[src/pkg/socp_defines.svh]
// Constants of the six-output capture/compare PWM unit.
// Included by the package and by the design modules; definitions only.
`ifndef SOCP_DEFINES_SVH
`define SOCP_DEFINES_SVH

`define SOCP_MAIN_W      16
`define SOCP_AUX_W       10
`define SOCP_CH_N        3
`define SOCP_PRE_SEL_W   4
`define SOCP_PRE_CNT_W   16
`define SOCP_DEAD_W      8
`define SOCP_HALL_W      3
`define SOCP_PAT_W       6
`define SOCP_MAIN_RST    16'h0000
`define SOCP_AUX_RST     10'h000
`define SOCP_PRE_RST     16'h0000
`define SOCP_STEP_FIRST  3'h1
`define SOCP_STEP_LAST   3'h6

`endif

[src/pkg/socp_pkg.sv]
// Types shared by the unit's modules.
// Assumes socp_defines.svh is on the include path.
`include "socp_defines.svh"

package socp_pkg;

    typedef logic [`SOCP_MAIN_W-1:0] socp_main_t;
    typedef logic [`SOCP_AUX_W-1:0]  socp_aux_t;

    // Static configuration, driven by the surrounding system.
    typedef struct packed {
        logic [`SOCP_PRE_SEL_W-1:0] main_pre_sel;
        logic [`SOCP_PRE_SEL_W-1:0] aux_pre_sel;
        logic [`SOCP_DEAD_W-1:0]    dead_ticks;
        logic [`SOCP_CH_N-1:0]      capture_mode;
        logic [`SOCP_CH_N-1:0]      modulate_en;
        logic                       block_comm_en;
        logic                       comm_from_hall;
    } socp_cfg_t;

    typedef struct packed {
        socp_main_t [`SOCP_CH_N-1:0] compare;
        socp_aux_t                   aux_compare;
    } socp_cmp_t;

    // Bit 2*i is the high-side output of channel i, bit 2*i+1 the low side.
    typedef logic [`SOCP_PAT_W-1:0] socp_pattern_t;
    typedef socp_pattern_t [7:0]    socp_pat_table_t;

    typedef struct packed {
        socp_main_t [`SOCP_CH_N-1:0] value;
        logic [`SOCP_CH_N-1:0]       event_flag;
    } socp_capture_t;

endpackage

[src/design/socp_deadtime.sv]
// One complementary output pair with dead-time insertion.
// Assumes pwm_i and tick_i come from logic on the same clock.
`timescale 1ns/1ps
`include "socp_defines.svh"

module socp_deadtime
    import socp_pkg::*;
#(
    parameter int DEAD_W = `SOCP_DEAD_W
) (
    input  wire logic              clk_i,
    input  wire logic              rst_n_i,
    input  wire logic              pwm_i,
    input  wire logic              tick_i,
    input  wire logic [DEAD_W-1:0] dead_i,
    output logic                   hi_o,
    output logic                   lo_o
);

    logic              level;
    logic [DEAD_W-1:0] gap;
    logic              next_level;
    logic [DEAD_W-1:0] next_gap;
    logic              next_hi;
    logic              next_lo;

    // On every change of the demand both sides go off; the new side turns on only
    // after the gap has run out, so the pair can never conduct at once.
    always_comb begin
        next_level = pwm_i;
        next_gap   = gap;
        next_hi    = hi_o;
        next_lo    = lo_o;
        if (pwm_i != level) begin
            next_gap = dead_i;
            next_hi  = 1'b0;
            next_lo  = 1'b0;
        end else if (gap != '0) begin
            if (tick_i) begin
                next_gap = gap - 1'b1;
            end
        end else begin
            next_hi = level;
            next_lo = ~level;
        end
    end

    always_ff @(posedge clk_i) begin
        if (!rst_n_i) begin
            level <= 1'b0;
            gap   <= '0;
            hi_o  <= 1'b0;
            lo_o  <= 1'b0;
        end else begin
            level <= next_level;
            gap   <= next_gap;
            hi_o  <= next_hi;
            lo_o  <= next_lo;
        end
    end

endmodule

[src/design/socp_top.sv]
// Capture/compare and PWM unit: three 16-bit channels on the main timer, one 10-bit
// compare channel on the auxiliary timer, dead time and block commutation.
// Assumes capture and hall pins arrive asynchronously; configuration is quasi-static.
`timescale 1ns/1ps
`include "socp_defines.svh"

module socp_top
    import socp_pkg::*;
#(
    parameter int CH_N = `SOCP_CH_N
) (
    input  wire logic                    REF_CLK_I,
    input  wire logic                    RST_N_I,
    input  wire socp_cfg_t               CFG_I,
    input  wire socp_cmp_t               CMP_I,
    input  wire socp_pat_table_t         PAT_TABLE_I,
    input  wire logic [CH_N-1:0]         CC_PIN_I,
    input  wire logic [`SOCP_HALL_W-1:0] HALL_I,
    output logic [CH_N-1:0]              CC_PIN_O,
    output logic [CH_N-1:0]              CC_PIN_OE_O,
    output logic [CH_N-1:0]              CC_LOW_O,
    output logic                         AUX_PWM_O,
    output socp_capture_t                CAPTURE_O,
    output socp_main_t                   MAIN_COUNT_O,
    output socp_aux_t                    AUX_COUNT_O
);

    localparam int SYNC_W = CH_N + `SOCP_HALL_W;

    logic [`SOCP_PRE_CNT_W-1:0] main_pre;
    logic [`SOCP_PRE_CNT_W-1:0] aux_pre;
    logic [`SOCP_PRE_CNT_W-1:0] next_main_pre;
    logic [`SOCP_PRE_CNT_W-1:0] next_aux_pre;
    logic [`SOCP_PRE_CNT_W-1:0] main_mask;
    logic [`SOCP_PRE_CNT_W-1:0] aux_mask;
    logic                       main_tick;
    logic                       aux_tick;
    socp_main_t                 main_count;
    socp_aux_t                  aux_count;
    socp_main_t                 next_main_count;
    socp_aux_t                  next_aux_count;
    logic                       main_wrap;

    logic [SYNC_W-1:0]          sync_meta;
    logic [SYNC_W-1:0]          sync_pin;
    logic [SYNC_W-1:0]          sync_prev;
    logic [CH_N-1:0]            pin_edge;
    logic [`SOCP_HALL_W-1:0]    hall_code;
    logic [1:0]                 warm;
    logic [1:0]                 next_warm;

    socp_capture_t              next_capture;
    logic [2:0]                 step;
    logic [2:0]                 next_step;
    socp_pattern_t              pattern;

    logic [CH_N-1:0]            cmp_level;
    logic [CH_N-1:0]            pwm_demand;
    logic [CH_N-1:0]            pair_hi;
    logic [CH_N-1:0]            pair_lo;
    logic                       aux_level;
    logic [CH_N-1:0]            next_out_hi;
    logic [CH_N-1:0]            next_out_lo;
    logic [CH_N-1:0]            next_oe;

    // Prescalers divide by a power of two, 2**sel; sel of zero ticks every cycle.
    always_comb begin
        main_mask     = (`SOCP_PRE_CNT_W'(1) << CFG_I.main_pre_sel) - 1'b1;
        aux_mask      = (`SOCP_PRE_CNT_W'(1) << CFG_I.aux_pre_sel) - 1'b1;
        main_tick     = (main_pre & main_mask) == main_mask;
        aux_tick      = (aux_pre & aux_mask) == aux_mask;
        next_main_pre = main_pre + 1'b1;
        next_aux_pre  = aux_pre + 1'b1;
        // Free running: the counters simply roll over at their full width.
        next_main_count = main_tick ? main_count + 1'b1 : main_count;
        next_aux_count  = aux_tick ? aux_count + 1'b1 : aux_count;
        main_wrap       = main_tick && (main_count == '1);
    end

    always_ff @(posedge REF_CLK_I) begin
        if (!RST_N_I) begin
            main_pre   <= `SOCP_PRE_RST;
            aux_pre    <= `SOCP_PRE_RST;
            main_count <= `SOCP_MAIN_RST;
            aux_count  <= `SOCP_AUX_RST;
        end else begin
            main_pre   <= next_main_pre;
            aux_pre    <= next_aux_pre;
            main_count <= next_main_count;
            aux_count  <= next_aux_count;
        end
    end

    // Pins are asynchronous; only the second stage and its delayed copy are looked at.
    always_ff @(posedge REF_CLK_I) begin
        if (!RST_N_I) begin
            sync_meta <= '0;
            sync_pin  <= '0;
            sync_prev <= '0;
            warm      <= 2'h0;
        end else begin
            sync_meta <= {HALL_I, CC_PIN_I};
            sync_pin  <= sync_meta;
            sync_prev <= sync_pin;
            warm      <= next_warm;
        end
    end

    // Capture on either edge of a pin in capture mode; the event flag lasts one cycle.
    always_comb begin
        // A pin idling high would fake an edge after reset; edges count once both stages and the delayed copy hold samples.
        next_warm    = (warm == 2'h3) ? warm : warm + 2'h1;
        pin_edge     = (sync_pin[CH_N-1:0] ^ sync_prev[CH_N-1:0]) & CFG_I.capture_mode & {CH_N{warm == 2'h3}};
        hall_code    = sync_pin[SYNC_W-1:CH_N];
        next_capture = CAPTURE_O;
        for (int i = 0; i < CH_N; i++) begin
            next_capture.event_flag[i] = pin_edge[i];
            if (pin_edge[i]) begin
                next_capture.value[i] = main_count;
            end
        end
    end

    // Timer-driven commutation walks steps 1..6, one step per main timer rollover.
    always_comb begin
        next_step = step;
        if (main_wrap) begin
            next_step = (step == `SOCP_STEP_LAST) ? `SOCP_STEP_FIRST : step + 1'b1;
        end
        pattern = CFG_I.comm_from_hall ? PAT_TABLE_I[hall_code] : PAT_TABLE_I[step];
    end

    always_ff @(posedge REF_CLK_I) begin
        if (!RST_N_I) begin
            CAPTURE_O <= '0;
            step      <= `SOCP_STEP_FIRST;
        end else begin
            CAPTURE_O <= next_capture;
            step      <= next_step;
        end
    end

    // Edge-aligned PWM: output active while the counter is below the compare value.
    always_comb begin
        aux_level = aux_count < CMP_I.aux_compare;
        for (int i = 0; i < CH_N; i++) begin
            cmp_level[i]  = main_count < CMP_I.compare[i];
            pwm_demand[i] = cmp_level[i] & (aux_level | ~CFG_I.modulate_en[i]);
        end
    end

    // The gap counts main prescaler ticks for every pair alike.
    for (genvar g = 0; g < CH_N; g++) begin : g_pair
        socp_deadtime #(
            .DEAD_W (`SOCP_DEAD_W)
        ) u_dead (
            .clk_i   (REF_CLK_I),
            .rst_n_i (RST_N_I),
            .pwm_i   (pwm_demand[g]),
            .tick_i  (main_tick),
            .dead_i  (CFG_I.dead_ticks),
            .hi_o    (pair_hi[g]),
            .lo_o    (pair_lo[g])
        );
    end

    // Block commutation only ever masks outputs off, so it cannot break the dead gap.
    always_comb begin
        for (int i = 0; i < CH_N; i++) begin
            next_out_hi[i] = pair_hi[i];
            next_out_lo[i] = pair_lo[i];
            if (CFG_I.block_comm_en) begin
                next_out_hi[i] = pair_hi[i] & pattern[2*i];
                next_out_lo[i] = pair_lo[i] & pattern[2*i+1];
            end
            next_oe[i] = ~CFG_I.capture_mode[i];
        end
    end

    always_ff @(posedge REF_CLK_I) begin
        if (!RST_N_I) begin
            CC_PIN_O     <= '0;
            CC_LOW_O     <= '0;
            CC_PIN_OE_O  <= '0;
            AUX_PWM_O    <= 1'b0;
            MAIN_COUNT_O <= `SOCP_MAIN_RST;
            AUX_COUNT_O  <= `SOCP_AUX_RST;
        end else begin
            CC_PIN_O     <= next_out_hi;
            CC_LOW_O     <= next_out_lo & next_oe;
            CC_PIN_OE_O  <= next_oe;
            AUX_PWM_O    <= aux_level;
            MAIN_COUNT_O <= main_count;
            AUX_COUNT_O  <= aux_count;
        end
    end

endmodule

[config.mk]
export PLATFORM = sky130hd
export DESIGN_NAME = socp_top
export DESIGN_NICKNAME = d
export VERILOG_FILES = /design/src/pkg/socp_pkg.sv /design/src/design/socp_deadtime.sv /design/src/design/socp_top.sv
export VERILOG_INCLUDE_DIRS = /design/src /design/src/pkg
export SDC_FILE = /design/constraint.sdc
export NUM_CORES = 1
export LEC_CHECK = 0
export BUFFER_PORTS_ARGS = -buffer_cell sky130_fd_sc_hd__buf_2
export CAP_MARGIN = 20
export CELL_PAD_IN_SITES_DETAIL_PLACEMENT = 1
export CELL_PAD_IN_SITES_GLOBAL_PLACEMENT = 1
export CORE_MARGIN = 1.5
export CORE_UTILIZATION = 43
export CTS_BUF_LIST = sky130_fd_sc_hd__clkbuf_4
export CTS_CLUSTER_DIAMETER = 30
export DETAILED_ROUTE_END_ITERATION = 7
export GPL_ROUTABILITY_DRIVEN = 0
export PLACE_DENSITY = 0.88
export SYNTH_ARGS = -nofsm -noshare
export SYNTH_HDL_FRONTEND = slang
export SYNTH_SLANG_ARGS = --single-unit
export TNS_END_PERCENT = 10
[constraint.sdc]
create_clock -name REF_CLK_I -period 4.8 [get_ports REF_CLK_I]
set_input_delay 0.96 -clock REF_CLK_I [delete_from_list [all_inputs] [get_ports REF_CLK_I]]
set_output_delay 0.96 -clock REF_CLK_I [all_outputs]
set_load 0.005 [all_outputs]
==> Flow_metrics.wiki, run 1 <==
{| class="wikitable"
! Metric !! Value
|-
| Share of cells above drive strength 1 || 0.234
|-
| Vias in the first global route || 9828
|-
| Highest signal layer in the routed design || met5
|-
| Multiplexer share of the synthesized area || 0.126
|-
| Most area-consuming cells after synthesis || dfxtp_1, ha_1, mux2i_1
|-
| Post-Layout Cell Count || 1713
|-
| Worst setup skew after layout || 0.0308 ns
|-
| Status || complete, no violations
|-
| Origin of the worst min-delay path || g_pair[1].u_dead.hi_o
|-
| Hold Crit Class || reg -> reg
|-
| Die width || 160 um
|-
| Complex-gate fraction of the synthesized area || 0.123
|-
| Most common cell after layout, fill and taps aside || buf_2
|-
| Clock tree from TritonCTS || built
|-
| Power density over the cells || 250 nW/um^2
|-
| Sum Neg Setup Slack || 0 ns
|-
| CP Launch Type || primary input
|-
| Largest area contributor in the netlist || dfxtp_1
|-
| Max-capacitance violation count || 0
|-
| R2r startpoint || aux_count[3]
|-
| Die height || 160 um
|-
| Average cell area after synthesis || 8.96 sq um
|-
| Number of buffers inserted to repair setup after CTS || 0
|-
| Total power draw || 3.07 mW
|-
| Final Worst Setup Slack || 0.971 ns
|-
| Cell variety after synth || 73
|-
| Cell chosen for the clock root || clkbuf_4
|-
| Full die area || 25500 sq um
|-
| Met3 wire length || 1520 um
|-
| Main combinational cell family by area after synthesis || simple AND/OR/NAND/NOR gates
|-
| Final Setup Violations || 0
|-
| Synthesized netlist cell count || 1178
|-
| Detailed-route vias per instance || 5.60
|-
| Clock latency at the later pin of the worst-skew pair || 0.60 ns
|-
| Max rail drop VDD || 185 uV
|-
| Start point of the critical path || CFG_I[23]
|-
| Post-CTS sizing || 0
|-
| Timing-limited maximum frequency || 0.261 GHz
|-
| Post-Synth XOR/XNOR Area || 0.0423
|-
| Leak Pwr || 5.38 nW
|-
| Count of synthesis-stage warnings from yosys || 0
|-
| Clock sink total || 196
|-
| Seq cells post-synth || 196
|-
| Pin count of the biggest net entering global routing || 89
|-
| DP HPWL || 24400 um
|-
| Syn nets || 1380
|-
| Critical Path RT || 5.28 ns
|-
| Average wire per cell in the routed design || 18.9 um
|-
| Proportion of synthesized flip-flops having asynchronous set or reset || 0
|-
| Total instance count after detailed placement || 1680
|-
| Standard cell core area || 24200 sq um
|-
| Largest fanout of any net on the critical path || 20
|-
| Port Buffers || 224
|-
| Slew at the pin closest to its max-slew limit || 1.08 ns
|-
| Syn-to-layout area delta || 16.3%
|-
| Final critical-path required period || 3.83 ns
|-
| Number of nets at the end of the flow || 1577
|-
| Most used DFF post-synth || dfxtp_1
|-
| Adder and majority gate portion of the synthesized area || 0.0759
|-
| Number of DRC violations after detailed-routing iteration 0 || 402
|-
| Combined area of the multi-input logic cells || 6050 sq um
|-
| Number of ports placed on the die boundary || 225
|-
| Setup slack at placement || 0.424 ns
|-
| Final count of pins violating max slew || 0
|-
| Post-synthesis share of cell area spent on and, or, nand and nor gates || 0.206
|-
| Met2 wire length || 16100 um
|-
| Cell area after synthesis || 10600 sq um
|-
| Data arrival time of the critical path || 4.31 ns
|-
| Sequential Area || 3920 sq um
|-
| CTS hold repair buffers || 0
|-
| Number of synthesized flops with an enable pin || 0
|-
| Overflow after GRT || 0
|-
| Drt first pass iters || 4
|-
| Initial antenna violation count || 4
|-
| Clock Pin Slew Worst Setup and Hold Paths || 0.15 ns
|-
| Critical Path End Type || flop
|-
| Global-route wire length before repair || 51600 um
|-
| Slew HR || 0.273
|-
| Highest-count cells in the layout ignoring fill and taps || buf_2, dfxtp_1, nor2_1
|-
| Global-route usage over all layers || 0.253
|-
| Total length of routed wires || 32400 um
|-
| Final critical-path share of the clock period || 0.798
|-
| Part of the Yosys area used for sequential elements || 0.372
|-
| RSZ-0062 raised after global routing || no
|-
| Total clock buffers created by CTS || 17
|-
| Area fraction of the dominant cell type after synthesis || 0.372
|-
| Final antenna-violating net count || 0
|-
| Total number of placement rows || 57
|-
| Detailed-route DRC error count || 0
|-
| Overall via count from detail_route || 9592
|-
| Count of filler cells inserted in the layout || 2914
|-
| Maximum root-to-sink buffer count || 2
|-
| Starting Density || 0.437
|-
| Clock H-tree levels || 4
|-
| Crit Path Category || in -> reg
|-
| WL met1 || 14000 um
|-
| Final Hold Viols || 0
|}
report_power, final:
group          internal (mW)  switching (mW)  total (mW)
clock network          0.420           0.600        1.02
registers               1.66          0.0310        1.69
logic                  0.160           0.195       0.355
total                   2.24           0.825        3.07
path summary, 6_finish.rpt:
kind	cells past startpoint	endpoint	slack [ns]
hold / removal	2	CC_PIN_O[1]	0.46
setup reg to reg	8	g_pair[0].u_dead.gap[6]	1.52
hold reg to reg	2	CC_PIN_O[1]	0.46
setup / recovery	11	main_count[14]	0.97
logic make-up after synthesis:
family / Yosys count
muxes: 101
buffers and inverters: 150
xor gates and xnor gates: 51
AOI/OAI and AO/OA: 198
adders and majority gates: 64
DFF: 196
and+or+nand+nor: 418
cell type report:
class | instances | area share
flip-flops and latches | 196 | 0.320
clock inverters | 14 | 0.0161
clock buffers | 17 | 0.0104
inverters | 89 | 0.0274
multi-input cells | 832 | 0.493
well taps | 324 | 0.0330
diodes | 2 | 0.000408
repair buffers | 239 | 0.100
critical path, stage by stage:
cell,delay (ns)
buf_2,0.28
nor2_1,0.09
nand2_1,0.08
ha_1,0.44
nor3b_1,0.14
nor3b_1,0.16
nor4_1,0.29
or4b_1,0.54
or4_1,0.68
nor3_1,0.29
mux2_1,0.34
cell usage after synthesis (5+ instances only):
cell / count
a211o_1: 5
a211oi_1: 18
a21oi_1: 66
a311oi_1: 6
a31oi_1: 5
and2_1: 50
and3_1: 16
and4_1: 8
buf_1: 5
clkbuf_1: 48
dfxtp_1: 196
ha_1: 64
inv_1: 89
mux2_2: 17
mux2i_1: 59
mux4_2: 24
nand2_1: 50
nand2b_1: 13
nand3_1: 37
nand4_1: 26
nor2_1: 126
nor2b_1: 8
nor3_1: 26
nor3b_1: 7
nor4_1: 14
nor4b_1: 7
o21a_1: 8
o21ai_0: 30
o31ai_1: 8
or3_1: 13
xnor2_1: 31
xor2_1: 20
state kept, by name, indices dropped and copies added (netlist names), 2 cells and up:
name and cells:
CAPTURE_O 51, g_pair.u_dead.gap 24, MAIN_COUNT_O 16, main_count 16, aux_pre 15, main_pre 15, AUX_COUNT_O 10, aux_count 10
sync_meta 6, sync_pin 6, CC_LOW_O 3, CC_PIN_OE_O 3, CC_PIN_O 3, g_pair.u_dead.hi_o 3, g_pair.u_dead.level 3, g_pair.u_dead.lo_o 3
step 3, sync_prev 3, warm 2
stage by stage:
stage | cell area (sq um) | hold slack, ns | utilization
after floorplan | 10600 | 0.411 | -
after detailed placement | 11900 | 0.421 | 0.494
final | 12300 | 0.459 | 0.508
after global routing | 12300 | 0.487 | 0.508
after CTS | 12300 | 0.463 | 0.508
after global placement | 11900 | 0.415 | 0.494
routing by layer:
layer / global-route usage / up-vias
li1: - / 4571
met1: 0.313 / 4716
met2: 0.442 / 244
met3: 0.0434 / 59
met4: 0.0943 / 2
met5: 0 / -
Note: power is estimated with default switching activity, not from simulation.
==> inputs of run 2 (changes only) <==
clock period = 3.6 ns   (was 4.8 ns; I/O delays follow)
==> run 2 against run 1 <==
Clock skew fell by 0.0042 ns; register-to-register slack got worse by 0.98 ns; count of clock-buffer cells in the layout grew 3; first-iteration DRC count is 1.2% lower; sequential power rose by 34%; highest routed layer is now met4; critical endpoint is now main_count[8]; non-clock buffer count up 32; total power up 26%; worst hold slack got worse by 0.093 ns.
==> Flow_metrics.wiki, run 2 (synthesis gave the netlist of run 1 again) <==
{| class="wikitable"
! Metric !! Value
|-
| Delay of the slowest critical-path stage || 0.62 ns (was 0.68 ns)
|-
| Fraction of the core area covered by cells at the end of the flow || 0.515 (was 0.508)
|-
| Critical Path End Type || flop (unchanged)
|-
| Global-route wire length before repair || 53700 um (was 51600 um)
|-
| Most used cell, CP || buf_4 (was nor3b_1)
|-
| Detailed-route vias per instance || 5.60 (about the same)
|-
| Share of cells above drive strength 1 || 0.250 (was 0.234)
|-
| Drt first pass iters || 5 (was 4)
|-
| Final Setup Violations || 0 (unchanged)
|-
| Total instance count after detailed placement || 1712 (was 1680)
|-
| Number of DRC violations after detailed-routing iteration 0 || 397 (was 402)
|-
| Power density over the cells || 310 nW/um^2 (was 250 nW/um^2)
|-
| Library cell contributing the largest single delay on the critical path || or4b_1 (was or4_1)
|-
| Clock sink total || 196 (unchanged)
|-
| Die height || 160 um (unchanged)
|-
| RSZ-0062 raised after global routing || no (unchanged)
|-
| Most common cell after layout, fill and taps aside || buf_2 (unchanged)
|-
| Cell chosen for the clock root || clkbuf_4 (unchanged)
|-
| Port Buffers || 224 (unchanged)
|-
| CP delay by family, top || simple AND/OR/NAND/NOR gates (unchanged)
|-
| Average wire per cell in the routed design || 19.1 um (was 18.9 um)
|-
| Starting Density || 0.437 (unchanged)
|-
| Final Hold Viols || 0 (unchanged)
|-
| Largest fanout of any net on the critical path || 25 (was 20)
|-
| Total clock buffers created by CTS || 17 (unchanged)
|-
| Cell Int Power || 2.80 mW (was 2.24 mW)
|-
| Number of nets at the end of the flow || 1609 (was 1577)
|-
| Max rail drop VDD || 184 uV (was 185 uV)
|-
| Final standard cell area without fillers || 12400 sq um (was 12300 sq um)
|-
| Clock Pin Slew Worst Setup and Hold Paths || 0.14 ns (was 0.15 ns)
|-
| Total number of placement rows || 57 (unchanged)
|-
| CTS hold repair buffers || 0 (unchanged)
|-
| Clock latency at the later pin of the worst-skew pair || 0.56 ns (was 0.60 ns)
|-
| Standard cell core area || 24200 sq um (unchanged)
|-
| Post-CTS sizing || 0 (unchanged)
|-
| Final count of pins violating max slew || 0 (unchanged)
|-
| Register with the most flip-flops || CAPTURE_O (unchanged)
|-
| Largest registers || CAPTURE_O (51), g_pair.u_dead.gap (24) (unchanged)
|-
| Critical Path RT || 4.06 ns (was 5.28 ns)
|-
| Number of flip-flops under the largest register name || 51 (unchanged)
|-
| Worst setup skew after layout || 0.0266 ns (was 0.0308 ns)
|-
| Endpoint of the worst setup timing path || main_count[8] (was main_count[14])
|-
| Final critical-path share of the clock period || 0.850
|-
| Clock share of power || 0.285 (was 0.333)
|-
| Hold path depth || 2 (unchanged)
|-
| Syn-to-layout area delta || 17.9% (was 16.3%)
|-
| Vias in the first global route || 10417 (was 9828)
|-
| Total length of routed wires || 33400 um (was 32400 um)
|-
| Data arrival time of the critical path || 3.52 ns (was 4.31 ns)
|-
| Chain of cells forming the critical path || buf_2, nor2_2, nand3b_1, ha_2, buf_4, a22oi_2, nor3_1, or4b_1, buf_4, nor4_1, nand3_1, mux2_2 (was buf_2, nor2_1, nand2_1, ha_1, nor3b_1, nor3b_1, nor4_1, or4b_1, or4_1, nor3_1, mux2_1)
|-
| Slew HR || 0.350 (was 0.273)
|-
| Slew at the pin closest to its max-slew limit || 0.974 ns (was 1.08 ns)
|-
| Pin count of the biggest net entering global routing || 62 (was 89)
|-
| CP Launch Type || primary input (unchanged)
|-
| Highest-count cells in the layout ignoring fill and taps || buf_2, dfxtp_1, nor2_1 (unchanged)
|-
| Clock H-tree levels || 4 (unchanged)
|-
| Number of ports placed on the die boundary || 225 (unchanged)
|-
| DP HPWL || 25400 um (was 24400 um)
|-
| Full die area || 25500 sq um (unchanged)
|-
| Status || complete, no violations (unchanged)
|-
| Path length in cells of the critical path || 12 (was 11)
|-
| Max-capacitance violation count || 0 (unchanged)
|-
| Sum Neg Setup Slack || 0 ns (unchanged)
|-
| Maximum root-to-sink buffer count || 2 (unchanged)
|-
| Final antenna-violating net count || 0 (unchanged)
|-
| Number of buffers inserted to repair setup after CTS || 0 (unchanged)
|-
| Total buffers and inverters traversed by the critical path || 3 (was 1)
|-
| Post-Layout Cell Count || 1747 (was 1713)
|-
| Total power draw || 3.85 mW (was 3.07 mW)
|-
| Overflow after GRT || 0 (unchanged)
|-
| Crit Reg-Reg Endpoint || g_pair[0].u_dead.gap[0] (was g_pair[0].u_dead.gap[6])
|-
| Worst-case register-to-register setup slack || 0.54 ns (was 1.52 ns)
|-
| Leak Pwr || 5.49 nW (was 5.38 nW)
|-
| Overall via count from detail_route || 9790 (was 9592)
|-
| Global-route usage over all layers || 0.263 (was 0.253)
|-
| Switching power as a share of total power || 0.274 (was 0.269)
|-
| Switching power of the nets || 1.06 mW (was 0.825 mW)
|-
| Final critical-path required period || 3.06 ns
|-
| Placement Cell Area || 12200 sq um (was 11900 sq um)
|-
| Initial antenna violation count || 4 (unchanged)
|-
| Sequential share of power || 0.585 (was 0.552)
|-
| Clock tree from TritonCTS || built (unchanged)
|-
| Crit Path Category || in -> reg (unchanged)
|-
| Die width || 160 um (unchanged)
|-
| R2r startpoint || main_count[1] (was aux_count[3])
|-
| Detailed-route DRC error count || 0 (unchanged)
|-
| Hold Crit Class || in -> reg (was reg -> reg)
|-
| Timing-limited maximum frequency || 0.327 GHz
|-
| Start point of the critical path || CFG_I[21] (was CFG_I[23])
|-
| Relative contribution of combinational cells to total power || 0.129 (was 0.116)
|-
| Number of cells on the worst reg-to-reg path || 8 (unchanged)
|}
-- run 2: changes by cell type in the layout (fill, tap and decap cells not counted), moves of 2 or more --
cell       change
clkinv_1       +4
buf_4         +32
diode_2        +2
bufinv_16      -3
clkbuf_4       +3
inv_6          -4
-- run 2: per-stage QoR --
step | setup slack (ns) | hold slack, ns
4_1_cts | 0.550 | 0.314
5_1_grt | 0.444 | 0.297
3_3_place_gp | 0.101 | 0.415
3_5_place_dp | -0.0415 | 0.420
2_1_floorplan | 0.00282 | 0.411
6_report | 0.539 | 0.365
-- run 2: final cells by class --
class,instances,area [sq um]
diodes,4,10.0
clock buffers,20,150
clock inverters,11,87.6
fillers,2945,11700
inverters,89,337
multi-input cells,832,6060
flip-flops and latches,196,3920
well taps,324,405
repair buffers,271,1470
-- run 2: power groups by stage --
| stage | Sequential (mW) | Clock, mW | Combinational (mW) |
|---|---|---|---|
| after detailed placement | 2.30 | 0 | 0.492 |
| after CTS | 2.26 | 1.14 | 0.497 |
| after floorplan | 2.29 | 0 | 0.304 |
| final | 2.26 | 1.10 | 0.499 |
| after global placement | 2.30 | 0 | 0.463 |
| after global routing | 2.26 | 1.22 | 0.552 |
-- run 2: how the worst min path moves through the flow --
stage	from	to	slack, ns
6_report	HALL_I[2]	sync_meta[5]	0.37
5_1_grt	HALL_I[0]	sync_meta[3]	0.30
3_3_place_gp	sync_meta[3]	sync_pin[3]	0.42
4_1_cts	HALL_I[2]	sync_meta[5]	0.31
3_5_place_dp	sync_meta[0]	sync_pin[0]	0.42
2_1_floorplan	g_pair[1].u_dead.lo_o	CC_LOW_O[1]	0.41
-- run 2: layer usage --
| metal | part of all wire | routed length, um | global-route usage | vias to the layer above |
|---|---|---|---|---|
| met3 | 0.054 | 1800 | 0.0473 | 65 |
| met1 | 0.41 | 13800 | 0.311 | 4803 |
| met2 | 0.51 | 16900 | 0.471 | 268 |
| met5 | 0 | 0 | 0 | - |
| met4 | 0.029 | 970 | 0.100 | 0 |
| li1 | - | - | - | 4654 |
-- run 2: worst reg2reg max path, stage by stage, from the launching register on --
cell and delay [ns]:
dfxtp_1 0.70, ha_1 0.34, a2111oi_0 0.46, o311ai_0 0.18, buf_4 0.18, a22o_1 0.22, o21ai_1 0.28, and2_0 0.43
a311oi_1 0.15
